$ cat config.mk
export PLATFORM = sky130hd
export DESIGN_NAME = acc_conv_ctrl
export DESIGN_NICKNAME = d
export VERILOG_FILES = /design/src/hw/acc_pkg.sv /design/src/hw/acc_fifo.sv /design/src/hw/acc_conv_ctrl.sv
export SDC_FILE = /design/constraint.sdc
export NUM_CORES = 1
export LEC_CHECK = 0
export BUFFER_PORTS_ARGS = -buffer_cell sky130_fd_sc_hd__buf_2
export CORE_MARGIN = 2
export CORE_UTILIZATION = 30
export DETAILED_ROUTE_END_ITERATION = 8
export PLACE_DENSITY_LB_ADDON = 0.05
export SLEW_MARGIN = 40
export SYNTH_ARGS = -nofsm -noshare
export SYNTH_HDL_FRONTEND = slang
export SYNTH_SLANG_ARGS = --single-unit
$ cat constraint.sdc
create_clock -name mclk -period 16.6 [get_ports mclk]
set_input_delay 0.83 -clock mclk [delete_from_list [all_inputs] [get_ports mclk]]
set_output_delay 0.83 -clock mclk [all_outputs]
set_load 0.01 [all_outputs]
$ cat src/hw/acc_pkg.sv
package acc_pkg;
    // Register word addresses (byte address = 4 * index)
    localparam logic [3:0] ACC_IDX_CTRL1 = 4'h0;
    localparam logic [3:0] ACC_IDX_CTRL2 = 4'h1;
    localparam logic [3:0] ACC_IDX_CTRL3 = 4'h2;
    localparam logic [3:0] ACC_IDX_RES_HI = 4'h3;
    localparam logic [3:0] ACC_IDX_RES_LO = 4'h4;
    localparam logic [3:0] ACC_IDX_DMA_ADR = 4'h5;
    localparam logic [3:0] ACC_IDX_STATUS = 4'h6;
    // Control one fields
    localparam int ACC_C1_POWER = 7;
    localparam int ACC_C1_EXTREF = 6;
    localparam int ACC_C1_DIV_HI = 5;
    localparam int ACC_C1_DIV_LO = 4;
    localparam int ACC_C1_ACQ_LSB = 2;
    localparam int ACC_C1_T2_EN = 1;
    localparam int ACC_C1_PIN_EN = 0;
    localparam logic [7:0] ACC_C1_RESET = 8'h40;
    // Control two fields
    localparam int ACC_C2_DMA = 7;
    localparam int ACC_C2_CONT = 5;
    localparam int ACC_C2_SINGLE = 4;
    localparam logic [7:0] ACC_C2_RESET = 8'h00;
    // Control three fields
    localparam int ACC_C3_CAL = 0;
    localparam logic [7:0] ACC_C3_RESET = 8'h00;
    // Timing, widths and sizes
    localparam int ACC_CONV_CLKS = 16;
    localparam int ACC_DIV_W = 5;
    localparam int ACC_CODES = 4096;
    localparam int ACC_CHAN_TEMP = 8;
    localparam int ACC_DMA_AW = 24;

    typedef struct packed {
        logic [3:0] chan;
        logic [11:0] code;
    } acc_sample_s;

    typedef enum logic [1:0] {
        ACC_DIV32,
        ACC_DIV4,
        ACC_DIV8,
        ACC_DIV2
    } acc_div_e;
endpackage : acc_pkg

$ cat src/hw/acc_fifo.sv
`timescale 1ns/1ps
module acc_fifo #(
    parameter int WIDTH = 40,
    parameter int DEPTH = 4
) (
    input wire logic mclk,
    input wire logic rst_n,
    input wire logic [WIDTH-1:0] in_data,
    input wire logic in_valid,
    output logic in_ready,
    output logic [WIDTH-1:0] out_data,
    output logic out_valid,
    input wire logic out_ready
);
    localparam int AW = $clog2(DEPTH);
    if (WIDTH < 1 || DEPTH < 2 || (1 << AW) != DEPTH) begin : g_bad_shape
        $error("acc_fifo: WIDTH >= 1 and DEPTH a power of two >= 2 needed");
    end
    logic [WIDTH-1:0] mem_reg [DEPTH];
    logic [AW:0] wr_reg;
    logic [AW:0] rd_reg;
    logic push;
    logic pop;
    assign in_ready = (wr_reg - rd_reg) != (AW+1)'(DEPTH);
    assign out_valid = wr_reg != rd_reg;
    assign out_data = mem_reg[rd_reg[AW-1:0]];
    assign push = in_valid && in_ready;
    assign pop = out_valid && out_ready;
    always_ff @(posedge mclk) begin
        if (push) begin
            mem_reg[wr_reg[AW-1:0]] <= in_data;
        end
    end
    always_ff @(posedge mclk or negedge rst_n) begin
        if (!rst_n) begin
            wr_reg <= '0;
            rd_reg <= '0;
        end else begin
            if (push) wr_reg <= wr_reg + 1'b1;
            if (pop) rd_reg <= rd_reg + 1'b1;
        end
    end
endmodule : acc_fifo

$ cat src/hw/acc_conv_ctrl.sv
`timescale 1ns/1ps
// Contract
// - Twelve-bit straight binary code, step FS/4096.
// - Result into high/low, channel in top nibble.
// - Single and continuous, software or pin start.
// - Timer two overflow starts conversions.
// - DMA converts continuously into 24-bit address space.
// - Factory calibration loads at power-up automatically.
// - Offset and gain calibration registers held.
// - Eight channels plus temperature as ninth.
// - Power bit powers converter up or down.
// - Divide bits select 32, 4, 8, 2.
// - Conversion takes sixteen clocks plus acquisition.
module acc_conv_ctrl #(
    parameter logic [7:0] FACT_OFFSET = 8'h80,
    parameter logic [7:0] FACT_GAIN = 8'h80,
    parameter int FIFO_DEPTH = 4
) (
    input wire logic mclk,
    input wire logic rst_n,
    input wire logic [5:0] avs_address,
    input wire logic avs_read,
    input wire logic avs_write,
    input wire logic [31:0] avs_writedata,
    output logic [31:0] avs_readdata,
    output logic avs_waitrequest,
    input wire logic conv_pin,
    input wire logic timer2_ovf,
    output logic conv_power_on,
    output logic ext_ref_sel,
    output logic [3:0] mux_sel,
    output logic sample_hold,
    output logic sar_clk_en,
    input wire logic [11:0] sar_code,
    input wire logic sar_done,
    output logic [7:0] cal_offset,
    output logic [7:0] cal_gain,
    output logic [23:0] dma_addr,
    output logic [15:0] dma_wdata,
    output logic dma_write,
    input wire logic dma_waitrequest
);
    import acc_pkg::*;
    if (FIFO_DEPTH < 2) begin : g_bad_depth
        $error("acc_conv_ctrl: FIFO_DEPTH too small");
    end

    typedef enum logic [1:0] {ACC_IDLE, ACC_ACQ, ACC_CONV, ACC_STORE} acc_state_e;

    logic rst_s1_reg;
    logic rst_sync_n;
    logic [7:0] ctrl1_reg;
    logic [7:0] ctrl2_reg;
    logic [7:0] ctrl3_reg;
    acc_sample_s result_reg;
    logic [23:0] dma_ptr_reg;
    logic [7:0] off_reg;
    logic [7:0] gain_reg;
    logic cal_loaded_reg;
    logic overrun_reg;
    acc_state_e state_reg;
    logic [ACC_DIV_W-1:0] div_cnt_reg;
    logic [ACC_DIV_W-1:0] div_max;
    logic tick;
    logic [4:0] bit_cnt_reg;
    logic [4:0] acq_len;
    logic pin_d_reg;
    logic start_req;
    logic running;
    logic [31:0] rdata_next;
    logic fifo_in_ready;
    logic fifo_out_valid;
    acc_sample_s fifo_out;
    logic wr_hit;
    logic [11:0] code_tmp;

    // Reset release through two stages
    always_ff @(posedge mclk or negedge rst_n) begin
        if (!rst_n) begin
            rst_s1_reg <= 1'b0;
            rst_sync_n <= 1'b0;
        end else begin
            rst_s1_reg <= 1'b1;
            rst_sync_n <= rst_s1_reg;
        end
    end

    // Bus: every access stalls one cycle so waitrequest comes from a flop
    always_ff @(posedge mclk or negedge rst_sync_n) begin
        if (!rst_sync_n) begin
            avs_waitrequest <= 1'b1;
        end else begin
            avs_waitrequest <= !((avs_read || avs_write) && avs_waitrequest);
        end
    end
    assign wr_hit = avs_write && !avs_waitrequest;

    always_comb begin
        rdata_next = 32'h0000_0000;
        unique case (avs_address[5:2])
            ACC_IDX_CTRL1: rdata_next = {24'h00_0000, ctrl1_reg};
            ACC_IDX_CTRL2: rdata_next = {24'h00_0000, ctrl2_reg};
            ACC_IDX_CTRL3: rdata_next = {8'h00, gain_reg, off_reg, ctrl3_reg};
            ACC_IDX_RES_HI: rdata_next = {24'h00_0000, result_reg.chan, result_reg.code[11:8]};
            ACC_IDX_RES_LO: rdata_next = {24'h00_0000, result_reg.code[7:0]};
            ACC_IDX_DMA_ADR: rdata_next = {8'h00, dma_ptr_reg};
            ACC_IDX_STATUS: rdata_next = {28'h000_0000, overrun_reg, cal_loaded_reg,
                                          running, state_reg != ACC_IDLE};
            default: rdata_next = 32'h0000_0000;
        endcase
    end
    always_ff @(posedge mclk or negedge rst_sync_n) begin
        if (!rst_sync_n) begin
            avs_readdata <= 32'h0000_0000;
        end else if (avs_read && avs_waitrequest) begin
            avs_readdata <= rdata_next;
        end
    end

    // Three control registers; single-shot bit self-clears on start
    always_ff @(posedge mclk or negedge rst_sync_n) begin
        if (!rst_sync_n) begin
            ctrl1_reg <= ACC_C1_RESET;
            ctrl2_reg <= ACC_C2_RESET;
            ctrl3_reg <= ACC_C3_RESET;
        end else begin
            if (wr_hit && avs_address[5:2] == ACC_IDX_CTRL1) ctrl1_reg <= avs_writedata[7:0];
            if (wr_hit && avs_address[5:2] == ACC_IDX_CTRL2) begin
                ctrl2_reg <= avs_writedata[7:0];
            end else if (state_reg == ACC_IDLE && start_req && ctrl1_reg[ACC_C1_POWER]) begin
                ctrl2_reg[ACC_C2_SINGLE] <= 1'b0;
            end
            if (wr_hit && avs_address[5:2] == ACC_IDX_CTRL3) begin
                ctrl3_reg <= avs_writedata[7:0];
            end else if (state_reg == ACC_STORE) begin
                ctrl3_reg[ACC_C3_CAL] <= 1'b0;
            end
        end
    end

    // Calibration: factory values load after reset, optional hardware update
    always_ff @(posedge mclk or negedge rst_sync_n) begin
        if (!rst_sync_n) begin
            off_reg <= 8'h00;
            gain_reg <= 8'h00;
            cal_loaded_reg <= 1'b0;
        end else if (!cal_loaded_reg) begin
            off_reg <= FACT_OFFSET;
            gain_reg <= FACT_GAIN;
            cal_loaded_reg <= 1'b1;
        end else if (wr_hit && avs_address[5:2] == ACC_IDX_CTRL3) begin
            off_reg <= avs_writedata[15:8];
            gain_reg <= avs_writedata[23:16];
        end else if (state_reg == ACC_STORE && ctrl3_reg[ACC_C3_CAL]) begin
            // Hardware offset trim: null a grounded reading toward code zero
            off_reg <= off_reg + sar_code[7:0];
        end
    end

    // Converter clock divider
    always_comb begin
        unique case (acc_div_e'({ctrl1_reg[ACC_C1_DIV_HI], ctrl1_reg[ACC_C1_DIV_LO]}))
            ACC_DIV32: div_max = 5'h1F;
            ACC_DIV4: div_max = 5'h03;
            ACC_DIV8: div_max = 5'h07;
            ACC_DIV2: div_max = 5'h01;
        endcase
    end
    always_ff @(posedge mclk or negedge rst_sync_n) begin
        if (!rst_sync_n) begin
            div_cnt_reg <= '0;
        end else if (!ctrl1_reg[ACC_C1_POWER] || div_cnt_reg >= div_max) begin
            div_cnt_reg <= '0;
        end else begin
            div_cnt_reg <= div_cnt_reg + 1'b1;
        end
    end
    assign tick = ctrl1_reg[ACC_C1_POWER] && div_cnt_reg >= div_max;
    assign acq_len = 5'(1) << ctrl1_reg[ACC_C1_ACQ_LSB +: 2];

    // Start sources
    always_ff @(posedge mclk or negedge rst_sync_n) begin
        if (!rst_sync_n) begin
            pin_d_reg <= 1'b0;
        end else begin
            pin_d_reg <= conv_pin;
        end
    end
    assign start_req = ctrl2_reg[ACC_C2_SINGLE] || ctrl2_reg[ACC_C2_CONT]
                    || ctrl2_reg[ACC_C2_DMA]
                    || (ctrl1_reg[ACC_C1_PIN_EN] && conv_pin && !pin_d_reg)
                    || (ctrl1_reg[ACC_C1_T2_EN] && timer2_ovf);
    assign running = ctrl2_reg[ACC_C2_CONT] || ctrl2_reg[ACC_C2_DMA];

    // Conversion sequencer
    always_ff @(posedge mclk or negedge rst_sync_n) begin
        if (!rst_sync_n) begin
            state_reg <= ACC_IDLE;
            bit_cnt_reg <= '0;
        end else if (!ctrl1_reg[ACC_C1_POWER]) begin
            state_reg <= ACC_IDLE;
            bit_cnt_reg <= '0;
        end else begin
            unique case (state_reg)
                ACC_IDLE: if (start_req) begin
                    state_reg <= ACC_ACQ;
                    bit_cnt_reg <= '0;
                end
                ACC_ACQ: if (tick) begin
                    if (bit_cnt_reg + 5'd1 >= acq_len) begin
                        state_reg <= ACC_CONV;
                        bit_cnt_reg <= '0;
                    end else begin
                        bit_cnt_reg <= bit_cnt_reg + 5'd1;
                    end
                end
                ACC_CONV: begin
                    if (bit_cnt_reg == 5'(ACC_CONV_CLKS)) begin
                        // All clocks sent; a slow converter is waited for, never overclocked
                        if (sar_done) begin
                            state_reg <= ACC_STORE;
                        end
                    end else if (tick) begin
                        bit_cnt_reg <= bit_cnt_reg + 5'h01;
                    end
                end
                ACC_STORE: if (!ctrl2_reg[ACC_C2_DMA] || fifo_in_ready) begin
                    state_reg <= ACC_IDLE;
                end
            endcase
        end
    end

    // Result: code and tag land in one edge
    assign code_tmp = sar_code;
    always_ff @(posedge mclk or negedge rst_sync_n) begin
        if (!rst_sync_n) begin
            result_reg <= '0;
            overrun_reg <= 1'b0;
        end else begin
            if (state_reg == ACC_STORE && !ctrl3_reg[ACC_C3_CAL]
                && (!ctrl2_reg[ACC_C2_DMA] || fifo_in_ready)) begin
                result_reg <= '{chan: mux_sel, code: code_tmp};
            end
            if (state_reg == ACC_STORE && ctrl2_reg[ACC_C2_DMA] && !fifo_in_ready) begin
                overrun_reg <= 1'b1;
            end else if (wr_hit && avs_address[5:2] == ACC_IDX_STATUS) begin
                overrun_reg <= 1'b0;
            end
        end
    end

    // Analog-side drive, all registered
    always_ff @(posedge mclk or negedge rst_sync_n) begin
        if (!rst_sync_n) begin
            conv_power_on <= 1'b0;
            ext_ref_sel <= 1'b0;
            mux_sel <= 4'h0;
            sample_hold <= 1'b0;
            sar_clk_en <= 1'b0;
            cal_offset <= 8'h00;
            cal_gain <= 8'h00;
        end else begin
            conv_power_on <= ctrl1_reg[ACC_C1_POWER];
            ext_ref_sel <= ctrl1_reg[ACC_C1_EXTREF];
            if (state_reg == ACC_IDLE) begin
                mux_sel <= ctrl2_reg[3:0] > 4'(ACC_CHAN_TEMP) ? 4'(ACC_CHAN_TEMP) : ctrl2_reg[3:0];
            end
            sample_hold <= state_reg == ACC_ACQ;
            sar_clk_en <= tick && state_reg == ACC_CONV
                          && bit_cnt_reg != 5'(ACC_CONV_CLKS);
            cal_offset <= off_reg;
            cal_gain <= gain_reg;
        end
    end

    // DMA path through the sample FIFO
    acc_fifo #(.WIDTH(16), .DEPTH(FIFO_DEPTH)) u_fifo (
        .mclk(mclk),
        .rst_n(rst_sync_n),
        .in_data({mux_sel, code_tmp}),
        .in_valid(state_reg == ACC_STORE && ctrl2_reg[ACC_C2_DMA] && !ctrl3_reg[ACC_C3_CAL]),
        .in_ready(fifo_in_ready),
        .out_data(fifo_out),
        .out_valid(fifo_out_valid),
        .out_ready(!dma_write && ctrl2_reg[ACC_C2_DMA])
    );
    always_ff @(posedge mclk or negedge rst_sync_n) begin
        if (!rst_sync_n) begin
            dma_write <= 1'b0;
            dma_wdata <= 16'h0000;
            dma_addr <= 24'h00_0000;
            dma_ptr_reg <= 24'h00_0000;
        end else begin
            if (dma_write) begin
                if (!dma_waitrequest) begin
                    dma_write <= 1'b0;
                    dma_ptr_reg <= dma_ptr_reg + 24'h00_0002;
                end
            end else if (fifo_out_valid && ctrl2_reg[ACC_C2_DMA]) begin
                dma_write <= 1'b1;
                dma_wdata <= fifo_out;
                dma_addr <= dma_ptr_reg;
            end
            // Pointer write must not swallow a popped sample or a finished write
            if (wr_hit && avs_address[5:2] == ACC_IDX_DMA_ADR) begin
                dma_ptr_reg <= avs_writedata[23:0];
            end
        end
    end
endmodule : acc_conv_ctrl

* After elaboration in Yosys (flattened, before gate mapping) *
Memories as Yosys holds them, arrays and structs flattened. A register that Yosys moved wholly into a read port is not among the register bits.
Cells that the tools add are included.
Widths: inputs -> output; s select.

storage, ports and cells
  memory bits (writable) = 64
  input bits = 58
  register bits after elaboration = 185
  memories = 1

operators by class
  equality and inequality tests = 28
  $lt $le $gt $ge = 3
  bitwise gates (word level) = 1
  reductions and logical operators = 55
  add/subtract/negate cells = 7
  muxes and demuxes = 38
  shifts and indexed selects = 1

memories
  name            depth  width  read ports  clocked after memory_dff  wr ports  line            RTL
  u_fifo.mem_reg  4      16     1           1                         1         acc_fifo.sv:19  logic [WIDTH-1:0] mem_reg [DEPTH];

operators with widths
  cell                   count
  $pmux 24 s7            1
  $mux 24                3
  $mux 8                 5
  $mux 5                 7
  $logic_and 1x1->1      26
  $add 24x2->24 const B  1
  $ne 3x3->1 const B     8
  $pmux 5 s4             1
  $pmux 5 s3             1
  $mux 2                 7
  $eq 4x3->1 const B     3
  $mux 1                 11
  $add 5x1->5 const B    2
  $ge 5x5->1             2
  $reduce_bool 2->1      5
  $logic_not 1->1        9
  $add 8x8->8            1
  $eq 2x2->1 const B     4
  $eq 4x2->1 const B     2
  $logic_or 1x1->1       8
  $pmux 2 s4             1
  $add 3x1->3 const B    2
  $reduce_and 6->1       1
  $eq 5x5->1 const B     1
  17 further kinds       21

* Longest topological paths before layout *
  depth in word-level cells = 8
  mapped depth = 10

* Cells and area by module *
A second synthesis with hierarchy kept.

second synthesis, totals
  cell total of the unflattened synthesis = 901
  area total of the unflattened synthesis = 11,441.0 um^2

modules (own cells, without submodules)
  module         cells each  times used  seq. area each (um^2)  area an instance (um^2)
  acc_conv_ctrl  781         1           4,682.0                8,709.6
  acc_fifo       120         1           2,072.0                2,731.4

* Worst setup path after synthesis *
No wires, ideal clock.

  path kind = register -> register
  start = register u_fifo.rd_reg[1]
  end = memory u_fifo.mem_reg[3][0] (enable)
  cell stages (with the launch flop) = 9
  period minus slack after synthesis = 2.926 ns
  arrival time = 2.551 ns
  required time = 16.225 ns
  path slack = 13.674 ns
  cell sequence = dfrtp_1 -> clkbuf_1 -> clkbuf_1 -> inv_1 -> ha_1 -> nor2b_1 -> xnor2_2 -> a2111oi_4 -> and2_1

on the way
  cells in the longest elaborated chain, start to end = 5

RTL lines
  what                          line            RTL
  from (decl)                   acc_fifo.sv:21  logic [AW:0] rd_reg;
  from (signal assigned)        acc_fifo.sv:40  if (pop) rd_reg <= rd_reg + 1'b1;
  $sub 3x3->3                   acc_fifo.sv:24  assign in_ready = (wr_reg - rd_reg) != (AW+1)'(DEPTH);
  $ne 3x3->1                    acc_fifo.sv:24
  $logic_and 1x1->1             acc_fifo.sv:27  assign push = in_valid && in_ready;
  $mux 1                        acc_fifo.sv:30  if (push) begin
  $mux 1 (implied by the code)  acc_fifo.sv:31  mem_reg[wr_reg[AW-1:0]] <= in_data;
  to (decl)                     acc_fifo.sv:19

Every way passes these cells.

* Worst setup path after layout *
  start = register ctrl1_reg[4]
  end = register bit_cnt_reg[2]

on the way
  cells in the longest elaborated chain, start to end = 6

RTL lines
  what                                line                  RTL
  from (decl)                         acc_conv_ctrl.sv:52   logic [7:0] ctrl1_reg;
  from (signal assigned)              acc_conv_ctrl.sv:127  if (wr_hit && avs_address[5:2] == ACC_IDX_CTRL1) ctrl1_reg <= avs_writedata[7:0];
  $eq 2x2->1 (tied with other cells)  acc_conv_ctrl.sv:162  unique case (acc_div_e'({ctrl1_reg[ACC_C1_DIV_HI], ctrl1_reg[ACC_C1_DIV_LO]}))
  $pmux 5 s4 (*)                      acc_conv_ctrl.sv:162
  $ge 5x5->1 (*)                      acc_conv_ctrl.sv:178  assign tick = ctrl1_reg[ACC_C1_POWER] && div_cnt_reg >= div_max;
  $logic_and 1x1->1 (*)               acc_conv_ctrl.sv:178
  $ne 3x3->1 (no line)                -
  $reduce_and 5->1 (no line) (*)      -
  to (signal assigned)                acc_conv_ctrl.sv:214  bit_cnt_reg <= bit_cnt_reg + 5'd1;
  to (signal assigned)                acc_conv_ctrl.sv:224  bit_cnt_reg <= bit_cnt_reg + 5'h01;
  to (decl)                           acc_conv_ctrl.sv:65   logic [4:0] bit_cnt_reg;

Mark *: on every way between the ends. The rest lies on a longest branch, timed or not. The select of a mux whose other input is x is not followed.
A chain may end at the register's enable or synchronous reset.

==> results.ini <==
[run_status]
status=finished clean

[cts]
clk_latency_ns=0.56
cts.clk_slew.worst_paths_ns=0.06
htree_levels=1
postCtsSetupBuffers=0
clockRootBuffer=clkbuf_16
ctsResizeCount=0
cts.hold.buffers_added=0
cts_buffers=30
clock_sinks=257
tritoncts=built
clockBufferDepth=3

[yosys]
synth_compound_area_share_pct=9.14
ys_ff_latch=257
synth_ff_type=dfrtp_1
synth_edf_count=64
synth_fa_ha_area_share_pct=3.49
ys_types=70
yosys.area_share.xor_xnor_pct=3.15
netlist.top_cell.by_area=dfrtp_1
avgSynthCellArea_um2=12.8
ys_async_sr_fraction_pct=75.1
synth.yosys.seq_area_share_pct=59.6
synth_mux_area_share_pct=11.7
ys_warn_count=0
synth_area_leaders=dfrtp_1 (42%), edfxtp_1 (17%), mux2_2 (7.9%), nand2_1 (3.4%), mux4_2 (3.4%)
post_synth_inst_count=887
syn_area_mm2=0.0113
synth_top_area_share_pct=42.2
synth-simple-area-share_pct=10.1
synth_top_family_by_area=multiplexers

[placed_design]
place_ws_ns=13.47
portBuffers=137
post-dp-hpwl_um=22300
gp_congestion=0.776

[finish]
final_common_cell=dfrtp_1
final_cell_mix=dfrtp_1 (189), buf_2 (137), nand2_1 (102)
utilization_pct=36.4
multiInputGateArea_mm2=0.00431
largest_reg_flops=64
fill_cells=3690
areaGrowthSynthToFinish_pct=20.3
drive_above_1_share_pct=30.0
ff_latch_area_mm2=0.00676
num-nets-final=1118

[setup_path]
critPathKind=flip-flop to flip-flop
crit_chain=or2_2 -> ha_1 -> a21o_1 -> a221oi_2 -> a31oi_1 -> o21ai_1 -> nor2_1 -> a22o_1
cpMaxStageDelayCell=a221oi_2
cp-start-kind=flip-flop
arrival_ns=3.36
cp.required_ns=17.04
crit_path_end_kind=flip-flop
cpPeakStageDelay_ns=0.56
cp_max_fo=8

[timing]
hold_viol_final=0
max-slew-margin-rel_pct=45.6
finalSetupViolations=0
period_minus_slack_ns=2.92
rsz0062_at_grt=false
worstMarginPinSlew_ns=0.796
fin_ws_ns=13.68
fin_skew_ns=0.0145
whs_ns=0.0501
final.period_utilization_pct=17.6
clock.fmax_mhz=343
tns_ns=0
report.final.slew_viol_count=0

[pwr]
peakVddDrop_v=0.0000817
p_leak_uw=0.00592
powerDensity_mw_per_mm2=147
finalPower_uw=2010

[detailed_routing]
drtAntennaViolNets=0
drt_wl_total_um=32200
drt_pass1_iterations=4
num_vias=7329
vias_per_cell=4.68
wl_per_cell_um=20.6
drt_iter0_drc=441
drc=0

[floorplanning]
die_w_um=198
die-height_um=198
io_pins=156
dieArea_mm2=0.0393
rows=71
design.core.area_mm2=0.0374
start_util_pct=30.3

[grt]
grt_pass1_vias=7537
grt_max_degree=65
grt.total_usage_pct=16.6
antenna_found_initial=4
grt-ovfl-total=0
grt_pass1_wl_um=49000

[run]
maxCapViolations=0

[worst_hold_path]
hp-class=input port to async pin

[per-stage QoR]
| stage | cell area [um2] | cells |
|---|---|---|
| 2_1_floorplan | 11400 | 895 |
| 5_1_grt | 13600 | 1565 |
| 4_1_cts | 13600 | 1563 |
| 3_5_place_dp | 12600 | 1508 |
| 3_3_place_gp | 12500 | 1505 |
| 6_report | 13600 | 1566 |
[critical path: cells and delay by family, from the launching register on]
family / cells / cell delay [ns]
AO/OA/AOI/OAI: 5 / 1.54
AND/OR/NAND/NOR: 2 / 0.51
flip-flops: 1 / 0.46
adder cells (fa/ha/maj): 1 / 0.29
[cells in the mapped netlist (all sizes together) (3+ instances only)]
cell type  instances
dfrtp            191
nand2            102
mux2              80
edfxtp            64
nor2              45
o21ai             38
a21oi             33
ha                30
buf               28
nand3             21
a22oi             20
clkbuf            20
inv               20
xor2              20
xnor2             19
mux4              17
and2              10
nor2b             10
and3               9
nor3               9
a22o               8
a21boi             7
nand4              7
a31oi              6
nand2b             6
nand3b             5
o211ai             5
mux2i              4
o211a              4
a221oi             3
and4               3
or2                3
[path summary, 6_finish.rpt]
check,from,end,slack (ns),cells past startpoint
worst max-delay path,ctrl1_reg[4]$_DFFE_PN0P_,bit_cnt_reg[2]$_DFFE_PN0P_,13.68,8
worst min-delay path,rst_n,rst_sync_n$_DFF_PN0_,0.05,1
worst max register to register,ctrl1_reg[4]$_DFFE_PN0P_,bit_cnt_reg[2]$_DFFE_PN0P_,13.68,8
worst min register to register,rst_sync_n$_DFF_PN0_,dma_addr[11]$_DFFE_PN0P_,0.31,0
max in group asynchronous,rst_sync_n$_DFF_PN0_,result_reg[9]$_DFFE_PN0P_,15.29,1
min in group mclk,rst_s1_reg$_DFF_PN0_,rst_sync_n$_DFF_PN0_,0.35,0
[cells by family (layout without fill, tap and decap cells)]
group	Yosys count	in the layout
AOI/OAI and AO/OA	150	150
xor gates and xnor gates	39	39
adders and majority gates	31	31
buffers and inverters	69	226
DFF	257	257
muxes	101	101
other	2	13
and+or+nand+nor	238	238
[per-layer routing]
metal,global-route usage [%],vias to the layer above,routed length (um)
li1,-,3470,-
met4,3.12,2,553
met5,0,-,16
met1,24.8,3689,15900
met2,25.6,133,14400
met3,2.79,35,1380
[final cells by class]
cell class	count	share of cell area, %
inverters	21	0.578
well taps	511	4.69
flip-flops and latches	257	49.6
clock inverters	12	1.05
clock buffers	43	6.53
diodes	3	0.0551
multi-input cells	569	31.6
repair buffers	150	5.92
[power breakdown]
group          internal, uW  total, uW  switching [uW]  leakage (uW)
logic                   219        432             214       0.00238
clock network           416        686             270      0.000513
registers               767        890             123       0.00303
total                  1400       2010             606       0.00592
Note: power is estimated with default switching activity, not from simulation.
